--- src/sdram_mode_consts.vh ---
// Purpose: constants for the capability and burst configuration mode registers
// Assumes: mode register addresses are six bits, operands eight bits
// Notes:   timing figures in ns, cycle counts derived from the core clock rate
`ifndef SDRAM_MODE_CONSTS_VH
`define SDRAM_MODE_CONSTS_VH

// mode register addresses
`define MA_CAPABILITY     6'h00
`define MA_BURST_CFG      6'h01
`define MA_FREQ_SET_POINT 6'h0D
`define MA_LATENCY_SET    6'h1A

// capability register fields
`define CAP_REFRESH_BIT   0
`define CAP_LATENCY_BIT   1
`define CAP_ZQ_LO_BIT     3
`define CAP_ZQ_HI_BIT     4
`define CAP_SINGLE_BIT    5
`define CAP_CA_TERMINATION_STATUS_BIT      7

// burst configuration fields
`define BCFG_BL_LO_BIT    0
`define BCFG_BL_HI_BIT    1
`define BCFG_WRPRE_BIT    2
`define BCFG_RDPRE_BIT    3
`define BCFG_NWR_LO_BIT   4
`define BCFG_NWR_HI_BIT   6
`define BCFG_READ_POSTAMBLE_LEN_BIT     7

// frequency set-point fields
`define WRITE_SET_POINT_SELECT_BIT        6
`define OPERATING_SET_POINT_SELECT_BIT        7

// reset values
`define BCFG_RESET        8'h04
`define LAT_SET_RESET     2'h0

// burst length codes
`define BL_FIXED16        2'h0
`define BL_FIXED32        2'h1
`define BL_ON_THE_FLY     2'h2

// calibration self-test result codes
`define ZQ_NOT_SUPPORTED  2'h0
`define ZQ_LOW_OR_FLOAT   2'h1
`define ZQ_SHORT_HIGH     2'h2
`define ZQ_TEST_OK        2'h3

// command codes on the command pins
`define CMD_NOP           3'h0
`define CMD_MRW           3'h1
`define CMD_MRR           3'h2
`define CMD_ZQ_START      3'h3
`define CMD_ZQ_LATCH      3'h4
`define CMD_WRITE_AP      3'h5
`define CMD_WRITE         3'h6
`define CMD_READ          3'h7

// timing
`define CLK_MHZ           100
`define CAL_START_NS      1000
`define CAL_LATCH_NS      30
`define CAL_START_CYC     ((`CAL_START_NS * `CLK_MHZ + 999) / 1000)
`define CAL_LATCH_CYC     ((`CAL_LATCH_NS * `CLK_MHZ + 999) / 1000)

`endif

--- src/cfg_copy_mem.v ---
// Purpose: two set-point copies of the burst configuration byte
// Assumes: one write port, two read ports, both reads registered
// Notes:   port a feeds operation, port b feeds register reads
`timescale 1ns/1ns
`include "sdram_mode_consts.vh"

module cfg_copy_mem (
  input  wire       mclk_i,
  input  wire       reset_n_i,
  input  wire       we_i,
  input  wire       waddr_i,
  input  wire [7:0] wdata_i,
  input  wire       raddr_a_i,
  input  wire       raddr_b_i,
  output reg  [7:0] rdata_a_o,
  output reg  [7:0] rdata_b_o
);

  reg [7:0] copy_q [0:1];

  always @(posedge mclk_i) begin
    if (!reset_n_i) begin
      copy_q[0] <= `BCFG_RESET;
      copy_q[1] <= `BCFG_RESET;
      rdata_a_o <= `BCFG_RESET;
      rdata_b_o <= `BCFG_RESET;
    end else begin
      if (we_i) begin
        copy_q[waddr_i] <= wdata_i;
      end
      rdata_a_o <= copy_q[raddr_a_i];
      rdata_b_o <= copy_q[raddr_b_i];
    end
  end

endmodule

--- src/sdram_mode_regs.v ---
// Purpose: capability and burst configuration mode registers of the memory device
// Assumes: command pins and command clock come from the controller's domain
// Notes:   commands are taken on rising command clock edges seen by mclk_i
//
// Notes on behaviour
// capability bit 0 reports refresh support: 0 both modes, 1 modified only.
// capability bit 1 reports latency support: 0 normal, 1 byte mode.
// capability bits 4:3 return the calibration resistor self-test result code.
// result valid only after calibration start completes, then latch and wait.
// reset clears the self-test result; a new calibration must regenerate it.
// calibration pin tied to low supply makes the result read 01.
// suspected pin assembly error: use factory trim, ignore calibration commands.
// capability bit 5 reports single-ended operation support.
// capability bit 7 reports CA termination; bits 6 and 2 read zero.
// burst field 1:0 selects 16, 32 or per-command length; 11 reserved.
// in per-command mode the command burst bit picks 16 or 32.
// write preamble bit 2 set gives two clocks; zero is reserved.
// read preamble bit 3: 0 static, 1 toggling.
// latency set 00 maps recovery codes onto 6 to 40 clocks.
// latency set 01 maps recovery codes onto 11 to 75 clocks.
// wait programmed recovery clocks after write with auto precharge, then precharge.
// postamble bit 7: 0 half clock, 1 one and a half clocks.
// two copies per field; register read returns the write set-point copy.
// operation uses only the operating set-point copy.
// controller programs identical burst codes in both set points; the bench writes the two set points separately with different codes.
// capability register sits at mode register address 00.
// controller never writes reserved codes and only writes the burst register; the bench also writes the latency set and set-point registers.
`timescale 1ns/1ns
`include "sdram_mode_consts.vh"

module sdram_mode_regs (
  input  wire       mclk_i,
  input  wire       reset_n_i,
  input  wire       cmd_clk_i,
  input  wire [2:0] cmd_code_i,
  input  wire [5:0] cmd_ma_i,
  input  wire [7:0] cmd_op_i,
  input  wire       cmd_bl_i,
  input  wire       strap_refresh_i,
  input  wire       strap_latency_i,
  input  wire       strap_single_end_i,
  input  wire       strap_ca_termination_status_i,
  input  wire       strap_selftest_i,
  input  wire [1:0] zq_sense_i,
  output reg  [7:0] mrr_data_o,
  output reg        mrr_valid_o,
  output reg        burst_valid_o,
  output reg        burst32_o,
  output reg        wr_preamble_2tck_o,
  output reg        rd_preamble_toggle_o,
  output reg        rd_postamble_long_o,
  output reg  [6:0] write_recovery_cycles_o,
  output reg        precharge_start_o,
  output reg        factory_trim_o,
  output reg        cal_busy_o
);

  // counts are worked out as integers, then cut to the counter width on purpose
  localparam integer START_INT = `CAL_START_CYC;
  localparam integer LATCH_INT = `CAL_LATCH_CYC;
  localparam [9:0]   START_CYC = START_INT[9:0];
  localparam [9:0]   LATCH_CYC = LATCH_INT[9:0];

  localparam [4:0] ST_IDLE       = 5'h01;
  localparam [4:0] ST_START      = 5'h02;
  localparam [4:0] ST_WAIT_LATCH = 5'h04;
  localparam [4:0] ST_LATCH      = 5'h08;
  localparam [4:0] ST_DONE       = 5'h10;

  // write recovery clocks for a latency set and a field code
  function [6:0] nwr_lookup;
    input [1:0] lat_set;
    input [2:0] code;
    begin
      if (lat_set == 2'h1) begin
        case (code)
          3'h0: nwr_lookup = 7'h0B;
          3'h1: nwr_lookup = 7'h13;
          3'h2: nwr_lookup = 7'h1D;
          3'h3: nwr_lookup = 7'h26;
          3'h4: nwr_lookup = 7'h2E;
          3'h5: nwr_lookup = 7'h38;
          3'h6: nwr_lookup = 7'h40;
          default: nwr_lookup = 7'h4B;
        endcase
      end else begin
        // other latency sets fall back to the base table
        case (code)
          3'h0: nwr_lookup = 7'h06;
          3'h1: nwr_lookup = 7'h0A;
          3'h2: nwr_lookup = 7'h10;
          3'h3: nwr_lookup = 7'h14;
          3'h4: nwr_lookup = 7'h18;
          3'h5: nwr_lookup = 7'h1E;
          3'h6: nwr_lookup = 7'h22;
          default: nwr_lookup = 7'h28;
        endcase
      end
    end
  endfunction

  // all pin inputs pass two flops; the command clock travels with its data
  wire [25:0] raw_pins;
  reg  [25:0] meta_q;
  reg  [25:0] sync_q;
  reg         clk_prev_q;

  assign raw_pins = {cmd_clk_i, cmd_code_i, cmd_ma_i, cmd_op_i, cmd_bl_i,
                     strap_refresh_i, strap_latency_i, strap_single_end_i,
                     strap_ca_termination_status_i, strap_selftest_i, zq_sense_i};

  always @(posedge mclk_i) begin
    if (!reset_n_i) begin
      meta_q     <= 26'h0000000;
      sync_q     <= 26'h0000000;
      clk_prev_q <= 1'b0;
    end else begin
      meta_q     <= raw_pins;
      sync_q     <= meta_q;
      clk_prev_q <= sync_q[25];
    end
  end

  wire       s_clk      = sync_q[25];
  wire [2:0] s_code     = sync_q[24:22];
  wire [5:0] s_ma       = sync_q[21:16];
  wire [7:0] s_op       = sync_q[15:8];
  wire       s_bl       = sync_q[7];
  wire       s_refresh  = sync_q[6];
  wire       s_latency  = sync_q[5];
  wire       s_single   = sync_q[4];
  wire       s_ca_termination_status     = sync_q[3];
  wire       s_selftest = sync_q[2];
  wire [1:0] s_sense    = sync_q[1:0];

  // command decode on the command clock rising edge
  wire cmd_take = s_clk & ~clk_prev_q;
  wire is_mrw   = cmd_take & (s_code == `CMD_MRW);
  wire is_mrr   = cmd_take & (s_code == `CMD_MRR);
  wire is_wr_ap = cmd_take & (s_code == `CMD_WRITE_AP);
  wire is_rw    = cmd_take & ((s_code == `CMD_READ) |
                              (s_code == `CMD_WRITE) |
                              (s_code == `CMD_WRITE_AP));

  reg  [4:0] zq_state_q;
  reg  [9:0] zq_cnt_q;
  reg  [1:0] zq_result_q;
  reg        factory_q;

  // after an assembly error every calibration command is dropped
  wire is_zq_start = cmd_take & (s_code == `CMD_ZQ_START) & ~factory_q;
  wire is_zq_latch = cmd_take & (s_code == `CMD_ZQ_LATCH) & ~factory_q;

  // set-point selects and latency set
  reg       write_set_point_select_q;
  reg       operating_set_point_select_q;
  reg [1:0] lat_set_q;

  always @(posedge mclk_i) begin
    if (!reset_n_i) begin
      write_set_point_select_q  <= 1'b0;
      operating_set_point_select_q  <= 1'b0;
      lat_set_q <= `LAT_SET_RESET;
    end else if (is_mrw) begin
      if (s_ma == `MA_FREQ_SET_POINT) begin
        write_set_point_select_q <= s_op[`WRITE_SET_POINT_SELECT_BIT];
        operating_set_point_select_q <= s_op[`OPERATING_SET_POINT_SELECT_BIT];
      end
      if (s_ma == `MA_LATENCY_SET) begin
        lat_set_q <= s_op[1:0];
      end
    end
  end

  // the two set-point copies of the burst configuration
  wire [7:0] cfg_active;
  wire [7:0] cfg_readback;
  wire       cfg_we = is_mrw & (s_ma == `MA_BURST_CFG);

  cfg_copy_mem u_copies (
    .mclk_i    (mclk_i),
    .reset_n_i (reset_n_i),
    .we_i      (cfg_we),
    .waddr_i   (write_set_point_select_q),
    .wdata_i   (s_op),
    .raddr_a_i (operating_set_point_select_q),
    .raddr_b_i (write_set_point_select_q),
    .rdata_a_o (cfg_active),
    .rdata_b_o (cfg_readback)
  );

  // calibration sequence: start, its completion, latch, latch wait
  always @(posedge mclk_i) begin
    if (!reset_n_i) begin
      zq_state_q  <= ST_IDLE;
      zq_cnt_q    <= 10'h000;
      zq_result_q <= `ZQ_NOT_SUPPORTED;
      factory_q   <= 1'b0;
    end else begin
      case (zq_state_q)
        ST_IDLE: begin
          // a latch with no start before it has nothing to latch
          if (is_zq_start) begin
            zq_state_q <= ST_START;
            zq_cnt_q   <= START_CYC - 10'h001;
          end
        end
        ST_START: begin
          if (zq_cnt_q == 10'h000) begin
            zq_state_q <= ST_WAIT_LATCH;
          end else begin
            zq_cnt_q <= zq_cnt_q - 10'h001;
          end
        end
        ST_WAIT_LATCH: begin
          if (is_zq_latch) begin
            zq_state_q <= ST_LATCH;
            zq_cnt_q   <= LATCH_CYC - 10'h001;
          end else if (is_zq_start) begin
            zq_state_q <= ST_START;
            zq_cnt_q   <= START_CYC - 10'h001;
          end
        end
        ST_LATCH: begin
          if (zq_cnt_q == 10'h000) begin
            zq_state_q <= ST_DONE;
            if (s_selftest) begin
              // sense code equals result code; a pin on low supply senses 01
              zq_result_q <= s_sense;
              factory_q   <= (s_sense == `ZQ_LOW_OR_FLOAT) |
                             (s_sense == `ZQ_SHORT_HIGH);
            end else begin
              zq_result_q <= `ZQ_NOT_SUPPORTED;
            end
          end else begin
            zq_cnt_q <= zq_cnt_q - 10'h001;
          end
        end
        ST_DONE: begin
          // the last result stays readable while a new run proceeds
          if (is_zq_start) begin
            zq_state_q <= ST_START;
            zq_cnt_q   <= START_CYC - 10'h001;
          end
        end
        default: begin
          zq_state_q <= ST_IDLE;
          zq_cnt_q   <= 10'h000;
        end
      endcase
    end
  end

  // capability byte assembled from straps and the self-test result
  reg [7:0] cap_q;

  always @(posedge mclk_i) begin
    if (!reset_n_i) begin
      cap_q <= 8'h00;
    end else begin
      cap_q                   <= 8'h00;
      cap_q[`CAP_REFRESH_BIT] <= s_refresh;
      cap_q[`CAP_LATENCY_BIT] <= s_latency;
      // a part without the self-test reports not supported, whatever was latched before
      cap_q[`CAP_ZQ_HI_BIT:`CAP_ZQ_LO_BIT] <= s_selftest ? zq_result_q : `ZQ_NOT_SUPPORTED;
      cap_q[`CAP_SINGLE_BIT]  <= s_single;
      cap_q[`CAP_CA_TERMINATION_STATUS_BIT]    <= s_ca_termination_status;
    end
  end

  // mode register read answers
  always @(posedge mclk_i) begin
    if (!reset_n_i) begin
      mrr_data_o  <= 8'h00;
      mrr_valid_o <= 1'b0;
    end else begin
      mrr_valid_o <= is_mrr;
      if (is_mrr) begin
        case (s_ma)
          `MA_CAPABILITY:     mrr_data_o <= cap_q;
          `MA_BURST_CFG:      mrr_data_o <= cfg_readback;
          `MA_FREQ_SET_POINT: mrr_data_o <= {operating_set_point_select_q, write_set_point_select_q, 6'h00};
          `MA_LATENCY_SET:    mrr_data_o <= {6'h00, lat_set_q};
          default:            mrr_data_o <= 8'h00;
        endcase
      end
    end
  end

  // operating settings from the active copy, plus factory trim and calibration busy status
  wire [1:0] act_bl = cfg_active[`BCFG_BL_HI_BIT:`BCFG_BL_LO_BIT];

  always @(posedge mclk_i) begin
    if (!reset_n_i) begin
      wr_preamble_2tck_o      <= 1'b1;
      rd_preamble_toggle_o    <= 1'b0;
      rd_postamble_long_o     <= 1'b0;
      write_recovery_cycles_o <= 7'h06;
      factory_trim_o          <= 1'b0;
      cal_busy_o              <= 1'b0;
    end else begin
      wr_preamble_2tck_o   <= cfg_active[`BCFG_WRPRE_BIT];
      rd_preamble_toggle_o <= cfg_active[`BCFG_RDPRE_BIT];
      rd_postamble_long_o  <= cfg_active[`BCFG_READ_POSTAMBLE_LEN_BIT];
      write_recovery_cycles_o <= nwr_lookup(lat_set_q,
        cfg_active[`BCFG_NWR_HI_BIT:`BCFG_NWR_LO_BIT]);
      factory_trim_o <= factory_q;
      cal_busy_o     <= (zq_state_q == ST_START) | (zq_state_q == ST_LATCH);
    end
  end

  // burst length per access
  always @(posedge mclk_i) begin
    if (!reset_n_i) begin
      burst_valid_o <= 1'b0;
      burst32_o     <= 1'b0;
    end else begin
      burst_valid_o <= is_rw;
      if (is_rw) begin
        case (act_bl)
          `BL_FIXED16:    burst32_o <= 1'b0;
          `BL_FIXED32:    burst32_o <= 1'b1;
          `BL_ON_THE_FLY: burst32_o <= s_bl;
          // reserved code behaves as fixed 16
          default:        burst32_o <= 1'b0;
        endcase
      end
    end
  end

  // write recovery count in command clocks, then internal precharge
  reg [6:0] wr_cnt_q;
  reg       wr_busy_q;

  always @(posedge mclk_i) begin
    if (!reset_n_i) begin
      wr_cnt_q          <= 7'h00;
      wr_busy_q         <= 1'b0;
      precharge_start_o <= 1'b0;
    end else begin
      precharge_start_o <= 1'b0;
      if (is_wr_ap) begin
        // a new write with auto precharge restarts the wait
        wr_cnt_q  <= write_recovery_cycles_o;
        wr_busy_q <= 1'b1;
      end else if (wr_busy_q & cmd_take) begin
        if (wr_cnt_q == 7'h01) begin
          wr_busy_q         <= 1'b0;
          precharge_start_o <= 1'b1;
        end else begin
          wr_cnt_q <= wr_cnt_q - 7'h01;
        end
      end
    end
  end

endmodule

--- config.mk ---
export PLATFORM = sky130hd
export DESIGN_NAME = sdram_mode_regs
export DESIGN_NICKNAME = d
export VERILOG_FILES = /design/src/cfg_copy_mem.v /design/src/sdram_mode_regs.v
export VERILOG_INCLUDE_DIRS = /design/src
export SDC_FILE = /design/constraint.sdc
export NUM_CORES = 1
export LEC_CHECK = 0
export ABC_AREA = 1
export BUFFER_PORTS_ARGS = -buffer_cell sky130_fd_sc_hd__clkbuf_2
export CORE_ASPECT_RATIO = 1.75
export CORE_MARGIN = 2
export CORE_UTILIZATION = 35
export CTS_BUF_LIST = sky130_fd_sc_hd__clkbuf_4 sky130_fd_sc_hd__clkbuf_8
export DETAILED_ROUTE_END_ITERATION = 8
export SETUP_SLACK_MARGIN = 0.02
export SLEW_MARGIN = 0
export SYNTH_ARGS = -nofsm -noshare
export SYNTH_HDL_FRONTEND = slang
export SYNTH_SLANG_ARGS = --single-unit
export TNS_END_PERCENT = 50
--- constraint.sdc ---
create_clock -name mclk_i -period 2.8 [get_ports mclk_i]
set_clock_uncertainty 0.1 [all_clocks]
set_input_delay 0.56 -clock mclk_i [delete_from_list [all_inputs] [get_ports mclk_i]]
set_output_delay 0.56 -clock mclk_i [all_outputs]
set_load 0.02 [all_outputs]
==> flow_summary.rst <==
.. list-table::
   :header-rows: 1

   * - Metric
     - Value
   * - TNS Setup
     - 0 ns
   * - Maximum number of pins on one net before global-route repair
     - 55
   * - TritonCTS clock tree
     - built
   * - Setup crit end
     - u_copies.copy_q[0][1]$_SDFFCE_PN0P_
   * - Die boundary width
     - 101 um
   * - IO Count
     - 52
   * - Global placement routability congestion
     - roughly 0.84
   * - Dominant combinational cell family by area after synthesis
     - simple AND/OR/NAND/NOR gates
   * - Reg2Reg Capture Point
     - u_copies.copy_q[0][1]$_SDFFCE_PN0P_
   * - Synthesis-stage register bit count
     - 145
   * - Area occupied by registers
     - 3060 um2
   * - Met1 Track Usage GR
     - between 10 and 15%
   * - DRT antenna net count
     - 0
   * - GR Util met3
     - around 3.2%
   * - Outcome
     - completed
   * - Max transition margin
     - 47.1%
   * - Area of the die
     - 17600 um2
   * - Routed wirelength normalized by instance count
     - ~12 um
   * - Data required time at the worst endpoint
     - 2.81 ns
   * - Final critical-path required period
     - 1.88 ns
   * - Initial cell density of the core
     - 35.5%
   * - Cts bufs inserted
     - 17
   * - Std-Cell Rows
     - 62
   * - Final wirelength
     - 12000 um
   * - Fraction of synthesized cell area taken by the top area cell type
     - between 40 and 50%
   * - Pins Over Slew Limit
     - 0
   * - Final setup viols
     - 0
   * - Setup repair after global routing missed its margin
     - no
   * - Final instance area
     - 6630 um2
   * - Number of H-tree levels
     - 4
   * - Worst-case clock buffer depth
     - 2
   * - Avg Vias per Cell
     - 4.49
   * - Critical path launch point
     - sync_q[25]$_SDFF_PN0_
   * - Number of antenna diodes
     - 0
   * - Number of endpoints with negative hold slack in the final report
     - 0
   * - Worst Path Max Fanout
     - 9
   * - Beginning of the worst register-to-register path
     - sync_q[25]$_SDFF_PN0_
   * - Layout area overhead
     - 14.7%
   * - Total number of nets in the final design
     - 823
   * - Top cells by area, synth
     - sky130_fd_sc_hd__dfxtp_1, sky130_fd_sc_hd__nand2_1, sky130_fd_sc_hd__edfxtp_1
   * - Num Clock Sinks
     - 145
   * - Signal arrival time at the worst endpoint
     - 1.88 ns
   * - Number of vias after detailed routing
     - approximately 4500
   * - Number of detailed-route iterations in the first pass
     - 7
   * - Startpoint class of the critical path
     - register
   * - Port Buffers
     - 51
   * - Number of cells on the worst reg-to-reg path
     - 6
   * - Post-placement setup slack
     - between 0.7 and 0.8 ns
   * - Total chip power
     - 0.00404 W
   * - Finished Layout Cells
     - 995
   * - Busiest layer in global routing
     - met2
   * - Max Fclk
     - 0.533 GHz
   * - # DRC
     - 0
   * - Cell area after synthesis
     - 5780 um2
   * - Number of distinct library cells after synthesis
     - 36
   * - Number of instances in the placed design
     - about 960
   * - Maximum VDD drop
     - 0.234 mV
   * - Leakage power
     - about 3.3 nW
   * - Number of buffers added to fix hold violations after cts
     - 0
   * - Final worst-path cycle share
     - 67.1%
   * - Area of the core region
     - 16300 um2
   * - Category of the most critical setup path
     - reg -> reg
   * - Power density relative to cell area
     - 608 nW/um2
   * - Biggest area consumer among synthesized cells
     - sky130_fd_sc_hd__dfxtp_1
   * - Instance count of the mapped netlist
     - 734
   * - Die height
     - 174 um
   * - Library cell with the highest instance count after synthesis
     - sky130_fd_sc_hd__nand2_1
   * - Maximum capacitance violations
     - 0
   * - Basic-gate share of the synthesized area counting and, or, nand and nor cells
     - around 28%
   * - Total grt overflow
     - 0
   * - Clock latency on the worst-skew pair
     - 0.44 ns
   * - Initial DRC Count
     - ~120
   * - Setup bufs post-CTS
     - 0
   * - Antenna violations before repair
     - 0
   * - Met2 GRT Util
     - about 28%
   * - Net count of the mapped netlist
     - 767
   * - Avg Synthesized Cell Area
     - 7.88 um2
   * - Xor/xnor share of the synthesized area
     - 0.757%
   * - Number of flops mapped to enable cells by yosys
     - 16
   * - Worst Hold Class
     - in -> reg
   * - Share of layout cells above drive strength 1
     - between 10% and 20%
   * - Via count of the first global-routing pass
     - 4372
   * - CTS Root Cell
     - sky130_fd_sc_hd__clkbuf_8
   * - First-pass GRT wire length
     - roughly 20000 um
   * - Portion of the post-synthesis area used by sequential elements
     - 53.0%
   * - Most common library cells after synthesis
     - sky130_fd_sc_hd__nand2_1, sky130_fd_sc_hd__dfxtp_1, sky130_fd_sc_hd__inv_1
   * - Share of synthesized cell area in full adder, half adder and majority cells
     - between 1 and 1.5%
   * - Critical path endpoint category
     - register
   * - Synthesized-area fraction occupied by ao, oa, aoi and oai cells
     - 6.94%
   * - FFs w/ async S/R, synth
     - 0%
   * - CTS resizes
     - 0
   * - Clock-pin slew of the registers on the worst-case setup and hold paths
     - 0.08 ns
   * - Mux contribution to synthesized area
     - 0%
   * - Standard cell area after detailed placement
     - between 6000 and 7000 um2
   * - Slew at the pin closest to its max-slew limit
     - 0.792 ns
   * - GRT Overall Usage
     - 14.8%
   * - Worst reg-to-reg setup slack
     - 0.92 ns
   * - # fillers
     - 1725
   * - Synthesis Warnings
     - 0
   * - Total area of multi-input combinational cells
     - ~2200 um2
   * - Sum of net half-perimeters after detailed placement
     - between 9000 and 10000 um
   * - Worst setup margin
     - 0.922 ns
   * - Leading register cell type out of synthesis
     - sky130_fd_sc_hd__dfxtp_1
==> worst min-delay path by stage <==
stage,from,to,depth (start not counted)
floorplan,sync_q[6]$_SDFF_PN0_,cap_q[0]$_SDFF_PN0_,2
global placement,meta_q[14]$_SDFF_PN0_,sync_q[14]$_SDFF_PN0_,2
detailed placement,meta_q[8]$_SDFF_PN0_,sync_q[8]$_SDFF_PN0_,2
CTS,cmd_op_i[7],meta_q[15]$_SDFF_PN0_,3
global route,cmd_op_i[3],meta_q[11]$_SDFF_PN0_,3
finish,cmd_op_i[7],meta_q[15]$_SDFF_PN0_,3
==> report_power, final <==
group	switching [W]	total, W	internal [W]
clock	0.000812	0.00165	0.000843
combinational	0.000130	0.000195	0.0000650
sequential	0.0000294	0.00219	0.00216
total	0.000972	0.00404	0.00306
==> critical path, cell delays in order, from the launching register on <==
cell	delay [ns]
sky130_fd_sc_hd__dfxtp_1	0.37
sky130_fd_sc_hd__nand2_2	0.10
sky130_fd_sc_hd__nor2_2	0.11
sky130_fd_sc_hd__nand3_1	0.17
sky130_fd_sc_hd__inv_1	0.22
sky130_fd_sc_hd__nand4_4	0.17
sky130_fd_sc_hd__nand2_1	0.31
==> cell families (layout without fill, tap and decap cells) <==
logic type / after synthesis / after routing
XOR/XNOR: 5 / 5
flip-flops: 145 / 145
AND/OR/NAND/NOR: 355 / 355
AO/OA/AOI/OAI: 78 / 78
buffers and inverters: 146 / 215
adder cells (fa/ha/maj): 5 / 5
==> sequential cells by signal, indices dropped and copies added, names as in the netlist, 5 cells and up <==
name                     flops
cap_q                        6
sync_q                      26
write_recovery_cycles_o      7
u_copies.copy_q             16
wr_cnt_q                     7
u_copies.rdata_b_o           8
u_copies.rdata_a_o           8
mrr_data_o                   8
meta_q                      26
zq_cnt_q                    10
zq_state_q                   5
==> routing by layer <==
| metal | part of all wire, % | routed length [um] |
|---|---|---|
| met1 | 37 | 4410 |
| met2 | 57 | 6890 |
| met3 | 3.0 | 360 |
| met4 | 3.2 | 381 |
| met5 | 0 | 0 |
==> placed cells by master, fill, tap and decap left out, types with 2 or more instances in the layout <==
cell type	n
sky130_fd_sc_hd__xor2_1	3
sky130_fd_sc_hd__nor3_1	3
sky130_fd_sc_hd__nor4_1	2
sky130_fd_sc_hd__ha_1	5
sky130_fd_sc_hd__o21bai_1	2
sky130_fd_sc_hd__nand4_1	11
sky130_fd_sc_hd__nand2_1	171
sky130_fd_sc_hd__o21ai_0	39
sky130_fd_sc_hd__inv_2	4
sky130_fd_sc_hd__nor2_2	5
sky130_fd_sc_hd__edfxtp_1	16
sky130_fd_sc_hd__nor2_1	92
sky130_fd_sc_hd__nand2_4	4
sky130_fd_sc_hd__nand2_2	9
sky130_fd_sc_hd__and3_1	2
sky130_fd_sc_hd__nand3_1	37
sky130_fd_sc_hd__nand3_2	3
sky130_fd_sc_hd__bufinv_16	2
sky130_fd_sc_hd__clkinv_4	4
sky130_fd_sc_hd__a21oi_1	34
sky130_fd_sc_hd__nor2_4	7
sky130_fd_sc_hd__xnor2_1	2
sky130_fd_sc_hd__clkbuf_2	50
sky130_fd_sc_hd__inv_1	123
sky130_fd_sc_hd__clkinvlp_4	2
sky130_fd_sc_hd__buf_4	5
sky130_fd_sc_hd__dfxtp_1	129
sky130_fd_sc_hd__nand3_4	2
sky130_fd_sc_hd__clkbuf_8	18
sky130_fd_sc_hd__or2_1	2
sky130_fd_sc_hd__nand4_4	2
sky130_fd_sc_hd__inv_6	3
==> layout make-up <==
class	count	area share, %
clock buffer	19	3.85
clock inverter	13	2.30
inverter	128	7.24
multi-input combinational	443	32.5
sequential	145	46.2
tap	192	3.62
timing repair buffer	55	4.34
==> stage by stage <==
step           hold WS, ns  utilization, %
2_1_floorplan        0.290               -
3_3_place_gp         0.292            38.2
3_5_place_dp         0.296            38.2
4_1_cts              0.159            40.7
5_1_grt              0.162            40.7
6_report             0.196            40.7
Power figures use the tool's default switching activity.
